===== src/hw/fpc_defs.svh =====
// Offsets, field positions and reset values of the flash
// program and protect controller. Assumes a 32-bit APB bus.
`ifndef FPC_DEFS_SVH
`define FPC_DEFS_SVH
// ----------------------------------------------------------
// Register offsets
// ----------------------------------------------------------
`define FPC_CTRL_OFS      8'h00
`define FPC_PROT_OFS      8'h04
`define FPC_LATCH_OFS     8'h08
`define FPC_STAT_OFS      8'h0C
// ----------------------------------------------------------
// Control field positions
// ----------------------------------------------------------
`define FPC_PGM_BIT       0
`define FPC_ERASE_BIT     1
`define FPC_MASS_BIT      2
`define FPC_HIGH_VOLTAGE_ENABLE_BIT      3
`define FPC_CTRL_RST      4'h0
// ----------------------------------------------------------
// Latch register fields: address [23:8], data [7:0]
// ----------------------------------------------------------
`define FPC_LADDR_HI      23
`define FPC_LADDR_LO      8
// ----------------------------------------------------------
// Protection constants
// ----------------------------------------------------------
`define FPC_OPEN_BYTE     8'hFF
`define FPC_TOP_BITS      2'h3
`define FPC_LOW_BITS      6'h00
`define FPC_PROT_LOC      16'hFF7E
`define FPC_FLASH_TOP     16'hFFFF
`define FPC_ADDR_RST      16'h0000
`define FPC_DATA_RST      8'h00
// ----------------------------------------------------------
// Software step timing in 20 MHz cycles, not enforced here
// ----------------------------------------------------------
`define FPC_SETUP_CYC     200   // 10 us before high voltage
`define FPC_SETTLE_CYC    100   // 5 us pump settle
`define FPC_BYTE_CYC      600   // 30 us per byte
`define FPC_HOLD_CYC      100   // 5 us hold after select off
`define FPC_RECOVER_CYC   20    // 1 us back to read
`define FPC_ROW_BYTES     32
`endif


===== src/hw/fpc_pkg.sv =====
// Types shared by the flash program and protect controller.
// Assumes fpc_defs.svh supplies all numeric constants.
package fpc_pkg;
    // Preparatory sequence position
    typedef enum logic [1:0] {
        FPC_IDLE,
        FPC_SELECTED,
        FPC_PROT_SEEN,
        FPC_ARMED
    } fpc_seq_type;
endpackage


===== src/hw/fpc_ctrl.sv =====
// Flash program/erase control, block protection, low power.
// Assumes an APB master on pclk and array signals on pclk.
//
// Summary of operation
// - Unrelated bus traffic between steps is tolerated
// - Protection runs from start to FFFF
// - Protected target refuses high voltage enable
// - All-ones protect byte leaves array open
// - Non-FF byte locks itself and protected pages
// - Start address is 11, byte, six zeros
// - Byte 80 locks all, steps 64 bytes
// - Protect byte changes only by programming
// - High voltage level bypasses all protection
// - Wait mode turns charge pump off
// - Control bits hold through wait mode unless stop is also set
// - Stop in read mode enters standby
// - Stop during operation aborts into standby
// - Standby holds every array control inactive
// - High voltage only after select and preparation
// - Program and erase selects never both set
//
// Implementation choices: the APB interface to the registers and the register addresses.
`timescale 1ns/1ps
`include "fpc_defs.svh"
module fpc_ctrl (
    input  wire logic        pclk,
    input  wire logic        presetn,
    input  wire logic        psel,
    input  wire logic        penable,
    input  wire logic        pwrite,
    input  wire logic [7:0]  paddr,
    input  wire logic [31:0] pwdata,
    output logic      [31:0] prdata,
    output logic             pready,
    output logic             pslverr,
    input  wire logic [7:0]  protect_boundary_byte,
    input  wire logic        high_voltage_level,
    input  wire logic        wait_mode,
    input  wire logic        stop_mode,
    output logic             arr_program,
    output logic             arr_erase,
    output logic             arr_mass,
    output logic             arr_pump_on,
    output logic             arr_write,
    output logic      [15:0] arr_addr,
    output logic      [7:0]  arr_data,
    output logic             arr_standby
);
    import fpc_pkg::*;

    // ------------------------------------------------------
    // Bus decode
    // ------------------------------------------------------
    logic acc;
    logic wr;
    logic rd;
    logic hit;
    assign acc     = psel & penable;
    assign wr      = acc & pwrite;
    assign rd      = acc & ~pwrite;
    assign hit     = (paddr == `FPC_CTRL_OFS) ||
                     (paddr == `FPC_PROT_OFS) ||
                     (paddr == `FPC_LATCH_OFS) ||
                     (paddr == `FPC_STAT_OFS);
    // Zero-wait slave; read data was staged in setup
    assign pready  = acc;
    assign pslverr = acc & ~hit;

    // ------------------------------------------------------
    // Pin synchroniser for the high-voltage sense
    // ------------------------------------------------------
    logic hvl_s1_r;
    logic hvl_s2_r;
    always_ff @(posedge pclk or negedge presetn) begin
        if (!presetn) begin
            hvl_s1_r <= 1'b0;
            hvl_s2_r <= 1'b0;
        end else begin
            hvl_s1_r <= high_voltage_level;
            hvl_s2_r <= hvl_s1_r;
        end
    end

    // ------------------------------------------------------
    // Protection decode
    // ------------------------------------------------------
    logic [15:0] prot_start;
    logic        prot_on;
    logic        tgt_locked;
    logic [15:0] addr_r;
    // Start is a 64-byte page in the top quarter
    assign prot_start = {`FPC_TOP_BITS, protect_boundary_byte[7:0],
                         `FPC_LOW_BITS};
    // All ones means nothing locked
    assign prot_on    = (protect_boundary_byte != `FPC_OPEN_BYTE);
    // Range closes at top of map; byte guards itself
    assign tgt_locked = prot_on & ~hvl_s2_r &
                        ((addr_r >= prot_start &&
                          addr_r <= `FPC_FLASH_TOP) ||
                         addr_r == `FPC_PROT_LOC);

    // ------------------------------------------------------
    // Control bits, latch and sequence
    // ------------------------------------------------------
    logic         pgm_r;
    logic         pgm_nxt;
    logic         ers_r;
    logic         ers_nxt;
    logic         mass_r;
    logic         mass_nxt;
    logic         hv_r;
    logic         hv_nxt;
    logic [15:0]  addr_nxt;
    logic [7:0]   data_r;
    logic [7:0]   data_nxt;
    logic         wstb_r;
    logic         wstb_nxt;
    fpc_seq_type  seq_r;
    fpc_seq_type  seq_nxt;
    logic         w_ctrl;
    logic         w_latch;
    logic         r_prot;
    assign w_ctrl  = wr & (paddr == `FPC_CTRL_OFS);
    assign w_latch = wr & (paddr == `FPC_LATCH_OFS);
    assign r_prot  = rd & (paddr == `FPC_PROT_OFS);

    // Next state; frozen in wait unless stop is also set, so settings survive
    always_comb begin
        pgm_nxt  = pgm_r;
        ers_nxt  = ers_r;
        mass_nxt = mass_r;
        hv_nxt   = hv_r;
        addr_nxt = addr_r;
        data_nxt = data_r;
        wstb_nxt = 1'b0;
        seq_nxt  = seq_r;
        if (stop_mode) begin
            // Abort any operation, drop to read mode
            pgm_nxt  = 1'b0;
            ers_nxt  = 1'b0;
            mass_nxt = 1'b0;
            hv_nxt   = 1'b0;
            seq_nxt  = FPC_IDLE;
        end else if (!wait_mode) begin
            if (w_ctrl) begin
                // Both selects at once is refused
                if (!(pwdata[`FPC_PGM_BIT] &&
                      pwdata[`FPC_ERASE_BIT])) begin
                    pgm_nxt = pwdata[`FPC_PGM_BIT] & ~ers_r;
                    ers_nxt = pwdata[`FPC_ERASE_BIT] & ~pgm_r;
                end
                mass_nxt = pwdata[`FPC_MASS_BIT];
                // Set only when armed and unlocked
                if (!pwdata[`FPC_HIGH_VOLTAGE_ENABLE_BIT]) begin
                    hv_nxt = 1'b0;
                end else if (seq_r == FPC_ARMED &&
                             !tgt_locked) begin
                    hv_nxt = 1'b1;
                end
            end
            // Array data write; the protect byte itself only
            // changes this way, never by a bus store
            if (w_latch) begin
                addr_nxt = pwdata[`FPC_LADDR_HI:`FPC_LADDR_LO];
                data_nxt = pwdata[7:0];
                wstb_nxt = pgm_r | ers_r;
            end
            // Unrelated traffic leaves the step alone
            case (seq_r)
                FPC_IDLE: begin
                    if (pgm_nxt || ers_nxt) begin
                        seq_nxt = FPC_SELECTED;
                    end
                end
                FPC_SELECTED: begin
                    if (r_prot) begin
                        seq_nxt = FPC_PROT_SEEN;
                    end
                end
                FPC_PROT_SEEN: begin
                    if (w_latch) begin
                        seq_nxt = FPC_ARMED;
                    end
                end
                FPC_ARMED: begin
                    seq_nxt = FPC_ARMED;
                end
                default: begin
                    seq_nxt = FPC_IDLE;
                end
            endcase
            if (!pgm_nxt && !ers_nxt && !hv_nxt) begin
                seq_nxt = FPC_IDLE;
            end
        end
    end

    // Registers; reset gives read mode
    always_ff @(posedge pclk or negedge presetn) begin
        if (!presetn) begin
            pgm_r  <= 1'b0;
            ers_r  <= 1'b0;
            mass_r <= 1'b0;
            hv_r   <= 1'b0;
            addr_r <= `FPC_ADDR_RST;
            data_r <= `FPC_DATA_RST;
            wstb_r <= 1'b0;
            seq_r  <= FPC_IDLE;
        end else begin
            pgm_r  <= pgm_nxt;
            ers_r  <= ers_nxt;
            mass_r <= mass_nxt;
            hv_r   <= hv_nxt;
            addr_r <= addr_nxt;
            data_r <= data_nxt;
            wstb_r <= wstb_nxt;
            seq_r  <= seq_nxt;
        end
    end

    // ------------------------------------------------------
    // Array outputs; standby silences all the others
    // ------------------------------------------------------
    logic stby;
    assign stby        = stop_mode;
    assign arr_standby = stby;
    assign arr_program = pgm_r & ~stby;
    assign arr_erase   = ers_r & ~stby;
    assign arr_mass    = mass_r & ~stby;
    assign arr_write   = wstb_r & ~stby;
    assign arr_addr    = stby ? `FPC_ADDR_RST : addr_r;
    assign arr_data    = stby ? `FPC_DATA_RST : data_r;
    // Pump off in wait though the bits are kept unless stop
    assign arr_pump_on = hv_r & ~wait_mode & ~stby;

    // ------------------------------------------------------
    // Read data, staged in the setup phase
    // ------------------------------------------------------
    logic [31:0] rdata_r;
    logic [31:0] rdata_nxt;
    always_comb begin
        rdata_nxt = rdata_r;
        if (psel && !penable && !pwrite) begin
            case (paddr)
                `FPC_CTRL_OFS:  rdata_nxt = {28'h0, hv_r, mass_r,
                                             ers_r, pgm_r};
                `FPC_PROT_OFS:  rdata_nxt = {24'h0,
                                             protect_boundary_byte};
                `FPC_LATCH_OFS: rdata_nxt = {8'h00, addr_r, data_r};
                `FPC_STAT_OFS:  rdata_nxt = {26'h0, hvl_s2_r,
                                             arr_pump_on, tgt_locked,
                                             prot_on, seq_r};
                default:        rdata_nxt = 32'h0;
            endcase
        end
    end
    always_ff @(posedge pclk or negedge presetn) begin
        if (!presetn) begin
            rdata_r <= 32'h0;
        end else begin
            rdata_r <= rdata_nxt;
        end
    end
    assign prdata = rdata_r;
endmodule


===== config.mk =====
export PLATFORM = sky130hd
export DESIGN_NAME = fpc_ctrl
export DESIGN_NICKNAME = d
export VERILOG_FILES = /design/src/hw/fpc_pkg.sv /design/src/hw/fpc_ctrl.sv
export VERILOG_INCLUDE_DIRS = /design/src /design/src/hw
export SDC_FILE = /design/constraint.sdc
export NUM_CORES = 1
export LEC_CHECK = 0
export BUFFER_PORTS_ARGS = -buffer_cell sky130_fd_sc_hd__buf_2
export CORE_MARGIN = 5
export CORE_UTILIZATION = 33
export DETAILED_ROUTE_END_ITERATION = 12
export HOLD_SLACK_MARGIN = 0.03
export PLACE_DENSITY = 0.63
export SLEW_MARGIN = 20
export SYNTH_ARGS = -nofsm -noshare
export SYNTH_HDL_FRONTEND = slang
export SYNTH_SLANG_ARGS = --single-unit

===== constraint.sdc =====
create_clock -name pclk -period 2.94 [get_ports pclk]
set_input_delay 0.147 -clock pclk [delete_from_list [all_inputs] [get_ports pclk]]
set_output_delay 0.147 -clock pclk [all_outputs]
set_load 0.02 [all_outputs]

==> results of run 1 <==
[worst max-delay path by stage]
stage | start | end | slack, ns | depth (start not counted)
4_1_cts | addr_r[9] | prdata[3] | 0.75 | 7
6_report | addr_r[9] | prdata[3] | 0.74 | 7
3_3_place_gp | addr_r[9] | prdata[3] | 0.80 | 7
3_5_place_dp | addr_r[9] | prdata[3] | 0.77 | 7
5_1_grt | addr_r[9] | prdata[3] | 0.64 | 7
2_1_floorplan | addr_r[9] | prdata[3] | 1.10 | 7
[metrics by stage]
step | hold WS, ns | setup WS, ns | power, W | instance area (µm²) | cells
2_1_floorplan | -0.149 | 1.10 | 0.000875 | 3140 | 288
3_3_place_gp | 0.267 | 0.802 | 0.000939 | 3690 | 501
3_5_place_dp | 0.258 | 0.773 | 0.000940 | 3690 | 501
4_1_cts | 0.0329 | 0.749 | 0.00179 | 4020 | 527
5_1_grt | 0.0312 | 0.644 | 0.00184 | 4030 | 528
6_report | 0.0495 | 0.738 | 0.00176 | 4030 | 528
[metal layers]
metal / track usage, % / wire length (µm) / vias to the layer above
met5: 0 / 0 / -
met4: 5.30 / 110 / 0
met3: 4.76 / 582 / 6
met2: 26.2 / 4270 / 93
met1: 19.8 / 3860 / 1263
li1: - / - / 1215
[worst register-to-register path, cell delays in order, from the launching register on]
cell,delay [ns]
sky130_fd_sc_hd__dfrtp_1,0.46
sky130_fd_sc_hd__ha_1,0.32
sky130_fd_sc_hd__a21o_1,0.19
sky130_fd_sc_hd__nand3_1,0.07
sky130_fd_sc_hd__a21oi_1,0.06
sky130_fd_sc_hd__o31ai_1,0.57
sky130_fd_sc_hd__nand3_1,0.14
sky130_fd_sc_hd__a32o_1,0.28
[Yosys cell counts, types with 2 or more instances]
master / instances
sky130_fd_sc_hd__a21oi_1: 12
sky130_fd_sc_hd__a22oi_1: 4
sky130_fd_sc_hd__nor2_1: 20
sky130_fd_sc_hd__nand4_4: 2
sky130_fd_sc_hd__nor3b_1: 2
sky130_fd_sc_hd__buf_6: 3
sky130_fd_sc_hd__mux4_2: 2
sky130_fd_sc_hd__mux2i_1: 2
sky130_fd_sc_hd__and2_1: 3
sky130_fd_sc_hd__nand4_1: 8
sky130_fd_sc_hd__mux2_4: 19
sky130_fd_sc_hd__clkbuf_1: 6
sky130_fd_sc_hd__a22o_1: 18
sky130_fd_sc_hd__ha_1: 8
sky130_fd_sc_hd__mux2_2: 7
sky130_fd_sc_hd__inv_1: 13
sky130_fd_sc_hd__nand2_1: 13
sky130_fd_sc_hd__nand4b_1: 2
sky130_fd_sc_hd__o21ai_0: 8
sky130_fd_sc_hd__buf_4: 10
sky130_fd_sc_hd__nor2b_1: 28
sky130_fd_sc_hd__nand3_1: 7
sky130_fd_sc_hd__dfrtp_1: 57
sky130_fd_sc_hd__o31ai_1: 4
[state kept, by name, indices dropped and copies added (netlist names)]
register,count
mass_r,1
addr_r,16
hv_r,1
hvl_s2_r,1
wstb_r,1
hvl_s1_r,1
prdata,24
data_r,8
ers_r,1
pgm_r,1
seq_r,2
[cell type report]
type / instances / area, µm²
Timing Repair Buffer: 116 / 641
Clock buffer: 9 / 124
Fill cell: 874 / 5210
Multi-Input combinational cell: 197 / 1530
Clock inverter: 7 / 103
Inverter: 13 / 48.8
Tap cell: 129 / 161
Sequential cell: 57 / 1430
[cell families after synthesis]
group           after synthesis  share of synthesized area, %
buf+inv                      34                          6.06
fa+ha+maj                     8                          3.21
mux                          30                          13.8
simple gates                 97                          18.6
compound gates               54                          12.5
flops                        57                          45.8
other cells                   1                         0.120
[power breakdown]
| part | switching [W] | internal (W) |
|---|---|---|
| sequential | 0.00000288 | 0.000787 |
| clock | 0.000343 | 0.000484 |
| combinational | 0.0000908 | 0.0000556 |
[what timing repair did]
action | in CTS | in global routing
hold endpoints to repair | 66 | 1
resized for setup | 0 | 0
hold buffers | 10 | 1
==> results.sh, run 1 <==
export IMPL_worst_setup_path_end_kind="flip-flop"
export IMPL_postSynth_asyncResetShare_pct=100
export IMPL_p_per_area_nw_per_um2=437
export IMPL_fp_coreArea_um2=9240
export IMPL_clock_root_buffer="sky130_fd_sc_hd__clkbuf_8"
export IMPL_final_common_cell="sky130_fd_sc_hd__buf_2"
export IMPL_timing_final_max_slew_violations=0
export IMPL_worstSetupPathType="reg -> reg"
export IMPL_worstHoldPathCells=2
export IMPL_crit_fanout=5
export IMPL_h_tree_depth=3
export IMPL_clk_insertion_delay_late_ns=0.34
export IMPL_cts_inserted_buffers=9
export IMPL_dieWidth_um=107
export IMPL_synth_avg_cell_area_um2=11.1
export IMPL_design_die_area_um2=11500
export IMPL_numClockSinks=57
export IMPL_timing_critical_path_max_delay_family="compound AO/OA/AOI/OAI gates"
export IMPL_layout_cells_most_common_list="103 x sky130_fd_sc_hd__buf_2, 57 x sky130_fd_sc_hd__dfrtp_1, 28 x sky130_fd_sc_hd__nor2b_1, 20 x sky130_fd_sc_hd__nor2_1, 19 x sky130_fd_sc_hd__mux2_4"
export IMPL_path_buf_inv=0
export IMPL_fin_crit_ns=2.20
export IMPL_globalplace_congestion=0.818
export IMPL_synth_ff_type="sky130_fd_sc_hd__dfrtp_1"
export IMPL_remaining_drc_errors=0
export IMPL_chipHeight_um=107
export IMPL_final_setup_skew_ns=0.00779
export IMPL_critical_path_max_stage_delay_ns=0.57
export IMPL_setup_viol_count_final=0
export IMPL_r2r_cells=7
export IMPL_synth_edff_count=0
export IMPL_area_growth_pct=29.3
export IMPL_synth_seq_cells=57
export IMPL_critical_path_required_ns=3.16
export IMPL_global_route_overflow_total=0
export IMPL_timing_max_cap_violations=0
export IMPL_cts_buffer_depth=2
export IMPL_io_pins=120
export IMPL_final_core_utilization_pct=43.6
export IMPL_rr_endpoint="prdata[3]"
export IMPL_synth_yosys_seq_area_share_pct=45.8
export IMPL_grt_pass1_vias=2716
export IMPL_dp_hpwl_um=6490
export IMPL_synth_lib_cells_used_distinct=47
export IMPL_setup_repair_after_global_routing_missed_its_margin="no"
export IMPL_max_vdd_ir_drop_mv=0.243
export IMPL_post_synthesis_cells=281
export IMPL_worstHoldStart="pwdata[19]"
export IMPL_grt_max_degree=58
export IMPL_final_hold_violation_count=0
export IMPL_placement_io_buffers=103
export IMPL_initial_core_util_pct=33.7
export IMPL_outcome="complete, no violations"
export IMPL_reg2reg_setup_slack_ns=0.74
export IMPL_cells_traversed_along_the_worst_timing_path="ha_1 > a21o_1 > nand3_1 > a21oi_1 > o31ai_1 > nand3_1 > a32o_1"
export IMPL_worstMarginPinSlew_ns=0.721
export IMPL_insertedDiodeCount=0
export IMPL_detailroute_via_count=2577
export IMPL_drt_antenna_violating_nets=0
export IMPL_grtUsageTotal_pct=15.9
export IMPL_post_synth_main_area_contributors="sky130_fd_sc_hd__dfrtp_1 46%, sky130_fd_sc_hd__mux2_4 9.2%, sky130_fd_sc_hd__nor2b_1 5.6%"
export IMPL_tritoncts="done"
export IMPL_yosysTopAreaCellShare_pct=45.8
export IMPL_ys_warns=0
export IMPL_max_freq_ghz=0.454
export IMPL_static_leakage_power_nw=2.14
export IMPL_timing_hold_worst_endpoint="addr_r[11]"
export IMPL_detail_route_wirelength_um=8830
export IMPL_vias_per_cell=4.88
export IMPL_initialDrtViolationCount=133
export IMPL_drtPass1Iterations=5
export IMPL_antenna_found_initial=0
export IMPL_nNetsFinal=458
export IMPL_clk_pin_slew_worst_paths_ns=0.07
export IMPL_setup_tns_ns=0
export IMPL_drt_wirelength_per_cell_um=16.7
export IMPL_r2r_start="addr_r[9]"
export IMPL_worstPathArrival_ns=2.42
export IMPL_wire_length_of_the_first_global_routing_pass_um=14100
export IMPL_synth_area_um2=3120
export IMPL_post_cts_buffers=0
export IMPL_critical_path_top_cell_by_count="sky130_fd_sc_hd__nand3_1"
export IMPL_crit_slowest_cell="sky130_fd_sc_hd__o31ai_1"
export IMPL_start_kind="flip-flop"
export IMPL_drive_above_1_share_pct=39.6
export IMPL_slew_limit_headroom_pct=51.9
export IMPL_hp_class="in -> reg"
export IMPL_synth_largest_area_cell="sky130_fd_sc_hd__dfrtp_1"
export IMPL_min_period_over_period_pct=74.9
export IMPL_fp_rows=35
Note: power is estimated with default switching activity, not from simulation.
==> run 2: changes to the inputs <==
- PLACE_DENSITY: 0.63 -> 0.65
- clock period: 2.94 -> 1.78 ns (I/O delays scaled with it)
==> results.sh, run 2 (synthesized netlist as in run 1, its figures left out) <==
export IMPL_internal_power_w=0.00225
export IMPL_dp_cells=521
export IMPL_drt_wirelength_per_cell_um=16.1
export IMPL_io_pins=120
export IMPL_cp_num_cells=8
export IMPL_min_period_over_period_pct=100
export IMPL_tritoncts="done"
export IMPL_clkPwrFrac_pct=46.6
export IMPL_final_core_utilization_pct=48.2
export IMPL_numClockSinks=57
export IMPL_placement_io_buffers=103
export IMPL_antenna_found_initial=1
export IMPL_timing_hold_worst_endpoint="data_r[1]"
export IMPL_worst_hold_slack_ns=0.0457
export IMPL_outcome="finished with violations"
export IMPL_setup_viol_count_final=1
export IMPL_slew_limit_headroom_pct=66.3
export IMPL_multi_input_comb_area_um2=1600
export IMPL_drt_antenna_violating_nets=0
export IMPL_worstMarginPinSlew_ns=0.505
export IMPL_chipHeight_um=107
export IMPL_grt_pass1_vias=2907
export IMPL_rr_endpoint="hv_r"
export IMPL_cts_inserted_buffers=9
export IMPL_final_common_cell="sky130_fd_sc_hd__buf_2"
export IMPL_final_instance_count_excl_fill=569
export IMPL_total_switching_power_w=0.000729
export IMPL_drtPass1Iterations=4
export IMPL_static_leakage_power_nw=2.34
export IMPL_cells_traversed_along_the_worst_timing_path="ha_4 > buf_4 > nand4_1 > a211oi_2 > o31ai_2 > buf_4 > nand3_2 > a31oi_1"
export IMPL_p_seq_share_pct=43.7
export IMPL_wire_length_of_the_first_global_routing_pass_um=14700
export IMPL_worst_setup_path_end_kind="flip-flop"
export IMPL_critical_path_top_cell_by_count="sky130_fd_sc_hd__buf_4"
export IMPL_final_hold_violation_count=0
export IMPL_timing_final_max_slew_violations=0
export IMPL_grtUsageTotal_pct=16.5
export IMPL_dieWidth_um=107
export IMPL_fin_crit_ns=1.79
export IMPL_timing_final_ws_setup_ns=-0.00824
export IMPL_critical_path_max_stage_delay_ns=0.43
export IMPL_fill_cells=832
export IMPL_detailroute_via_count=2735
export IMPL_grt_max_degree=36
export IMPL_remaining_drc_errors=0
export IMPL_max_vdd_ir_drop_mv=0.337
export IMPL_global_route_overflow_total=0
export IMPL_crit_slowest_cell="sky130_fd_sc_hd__dfrtp_1"
export IMPL_timing_max_cap_violations=0
export IMPL_fp_rows=35
export IMPL_crit_fanout=2
export IMPL_detail_route_wirelength_um=9170
export IMPL_p_per_area_nw_per_um2=670
export IMPL_nNetsFinal=498
export IMPL_final_setup_skew_ns=0.00699
export IMPL_max_freq_ghz=0.559
export IMPL_layout_cells_most_common_list="103 x sky130_fd_sc_hd__buf_2, 56 x sky130_fd_sc_hd__dfrtp_1, 28 x sky130_fd_sc_hd__nor2b_1, 26 x sky130_fd_sc_hd__buf_4, 25 x sky130_fd_sc_hd__dlygate4sd3_1"
export IMPL_largest_register_ffs=24
export IMPL_clk_pin_slew_worst_paths_ns=0.07
export IMPL_r2r_start="addr_r[9]"
export IMPL_comb_power_share_pct=9.7
export IMPL_drive_above_1_share_pct=44.9
export IMPL_worstPathArrival_ns=2.04
export IMPL_initial_core_util_pct=33.7
export IMPL_dp_hpwl_um=6840
export IMPL_design_die_area_um2=11500
export IMPL_power_switching_fraction_pct=24.4
export IMPL_clk_insertion_delay_late_ns=0.33
export IMPL_r2r_cells=8
export IMPL_h_tree_depth=3
export IMPL_worstHoldPathCells=2
export IMPL_violated_checks="setup timing"
export IMPL_globalplace_congestion=0.850
export IMPL_hp_class="in -> reg"
export IMPL_vias_per_cell=4.81
export IMPL_totalPowerFinal_w=0.00298
export IMPL_fp_coreArea_um2=9240
export IMPL_worstHoldStart="pwdata[1]"
export IMPL_path_buf_inv=2
export IMPL_cts_buffer_depth=2
export IMPL_setup_repair_after_global_routing_missed_its_margin="yes"
export IMPL_worstSetupPathType="reg -> reg"
export IMPL_area_growth_pct=42.9
export IMPL_initialDrtViolationCount=161
export IMPL_reg2reg_setup_slack_ns=-0.008
export IMPL_critical_path_required_ns=2.03
export IMPL_start_kind="flip-flop"
export IMPL_clock_root_buffer="sky130_fd_sc_hd__clkbuf_8"
export IMPL_setup_tns_ns=-0.00824
export IMPL_final_seq_area_um2=1430
export IMPL_timing_critical_path_max_delay_family="compound AO/OA/AOI/OAI gates"
-- run 2: worst max-delay path by stage --
| stage | from | endpoint | slack, ns |
|---|---|---|---|
| 4_1_cts | addr_r[13] | prdata[3] | 0.007 |
| 3_3_place_gp | addr_r[9] | prdata[3] | 0.007 |
| 5_1_grt | addr_r[9] | hv_r | -0.06 |
| 6_report | addr_r[9] | hv_r | -0.008 |
| 3_5_place_dp | addr_r[9] | prdata[3] | -0.04 |
| 2_1_floorplan | addr_r[9] | prdata[3] | 0.001 |
-- run 2: power groups by stage --
stage	Sequential, W	Combinational [W]	Clock [W]
after global placement	0.00133	0.000231	0
after global routing	0.00130	0.000319	0.00149
after floorplan	0.00133	0.000117	0
after CTS	0.00130	0.000279	0.00143
final	0.00130	0.000288	0.00139
after detailed placement	0.00133	0.000235	0
-- run 2: timing repair --
action / in CTS / in global routing
resized for setup: 4 / 12
hold buffers: 25 / 0
buffers inserted: 1 / 5
pin swaps: 2 / 10
gates cloned: 0 / 0
endpoints found under the setup margin: 2 / 4
endpoints found under the hold margin: 44 / 0
-- run 2: cell type report --
| cell class | instances | share of cell area [%] |
|---|---|---|
| Sequential cell | 57 | 32.1 |
| Clock buffer | 10 | 3.09 |
| Antenna cell | 1 | 0.0562 |
| Inverter | 13 | 1.10 |
| Multi-Input combinational cell | 197 | 36.0 |
| Timing Repair Buffer | 156 | 22.1 |
| Clock inverter | 6 | 2.02 |
| Tap cell | 129 | 3.62 |
-- run 2: stage by stage --
stage | area [µm²] | worst slack [ns]
6_report | 4450 | -0.00824
3_3_place_gp | 3850 | 0.00681
2_1_floorplan | 3150 | 0.000995
4_1_cts | 4350 | 0.00676
3_5_place_dp | 3850 | -0.0383
5_1_grt | 4450 | -0.0647
-- run 2: per-layer routing --
metal | vias to the layer above | routed length (µm) | global-route usage (%)
met5 | - | 0 | 0
met4 | 0 | 292 | 7.85
met3 | 20 | 533 | 4.21
met2 | 98 | 4320 | 25.8
met1 | 1309 | 4030 | 21.1
li1 | 1308 | - | -
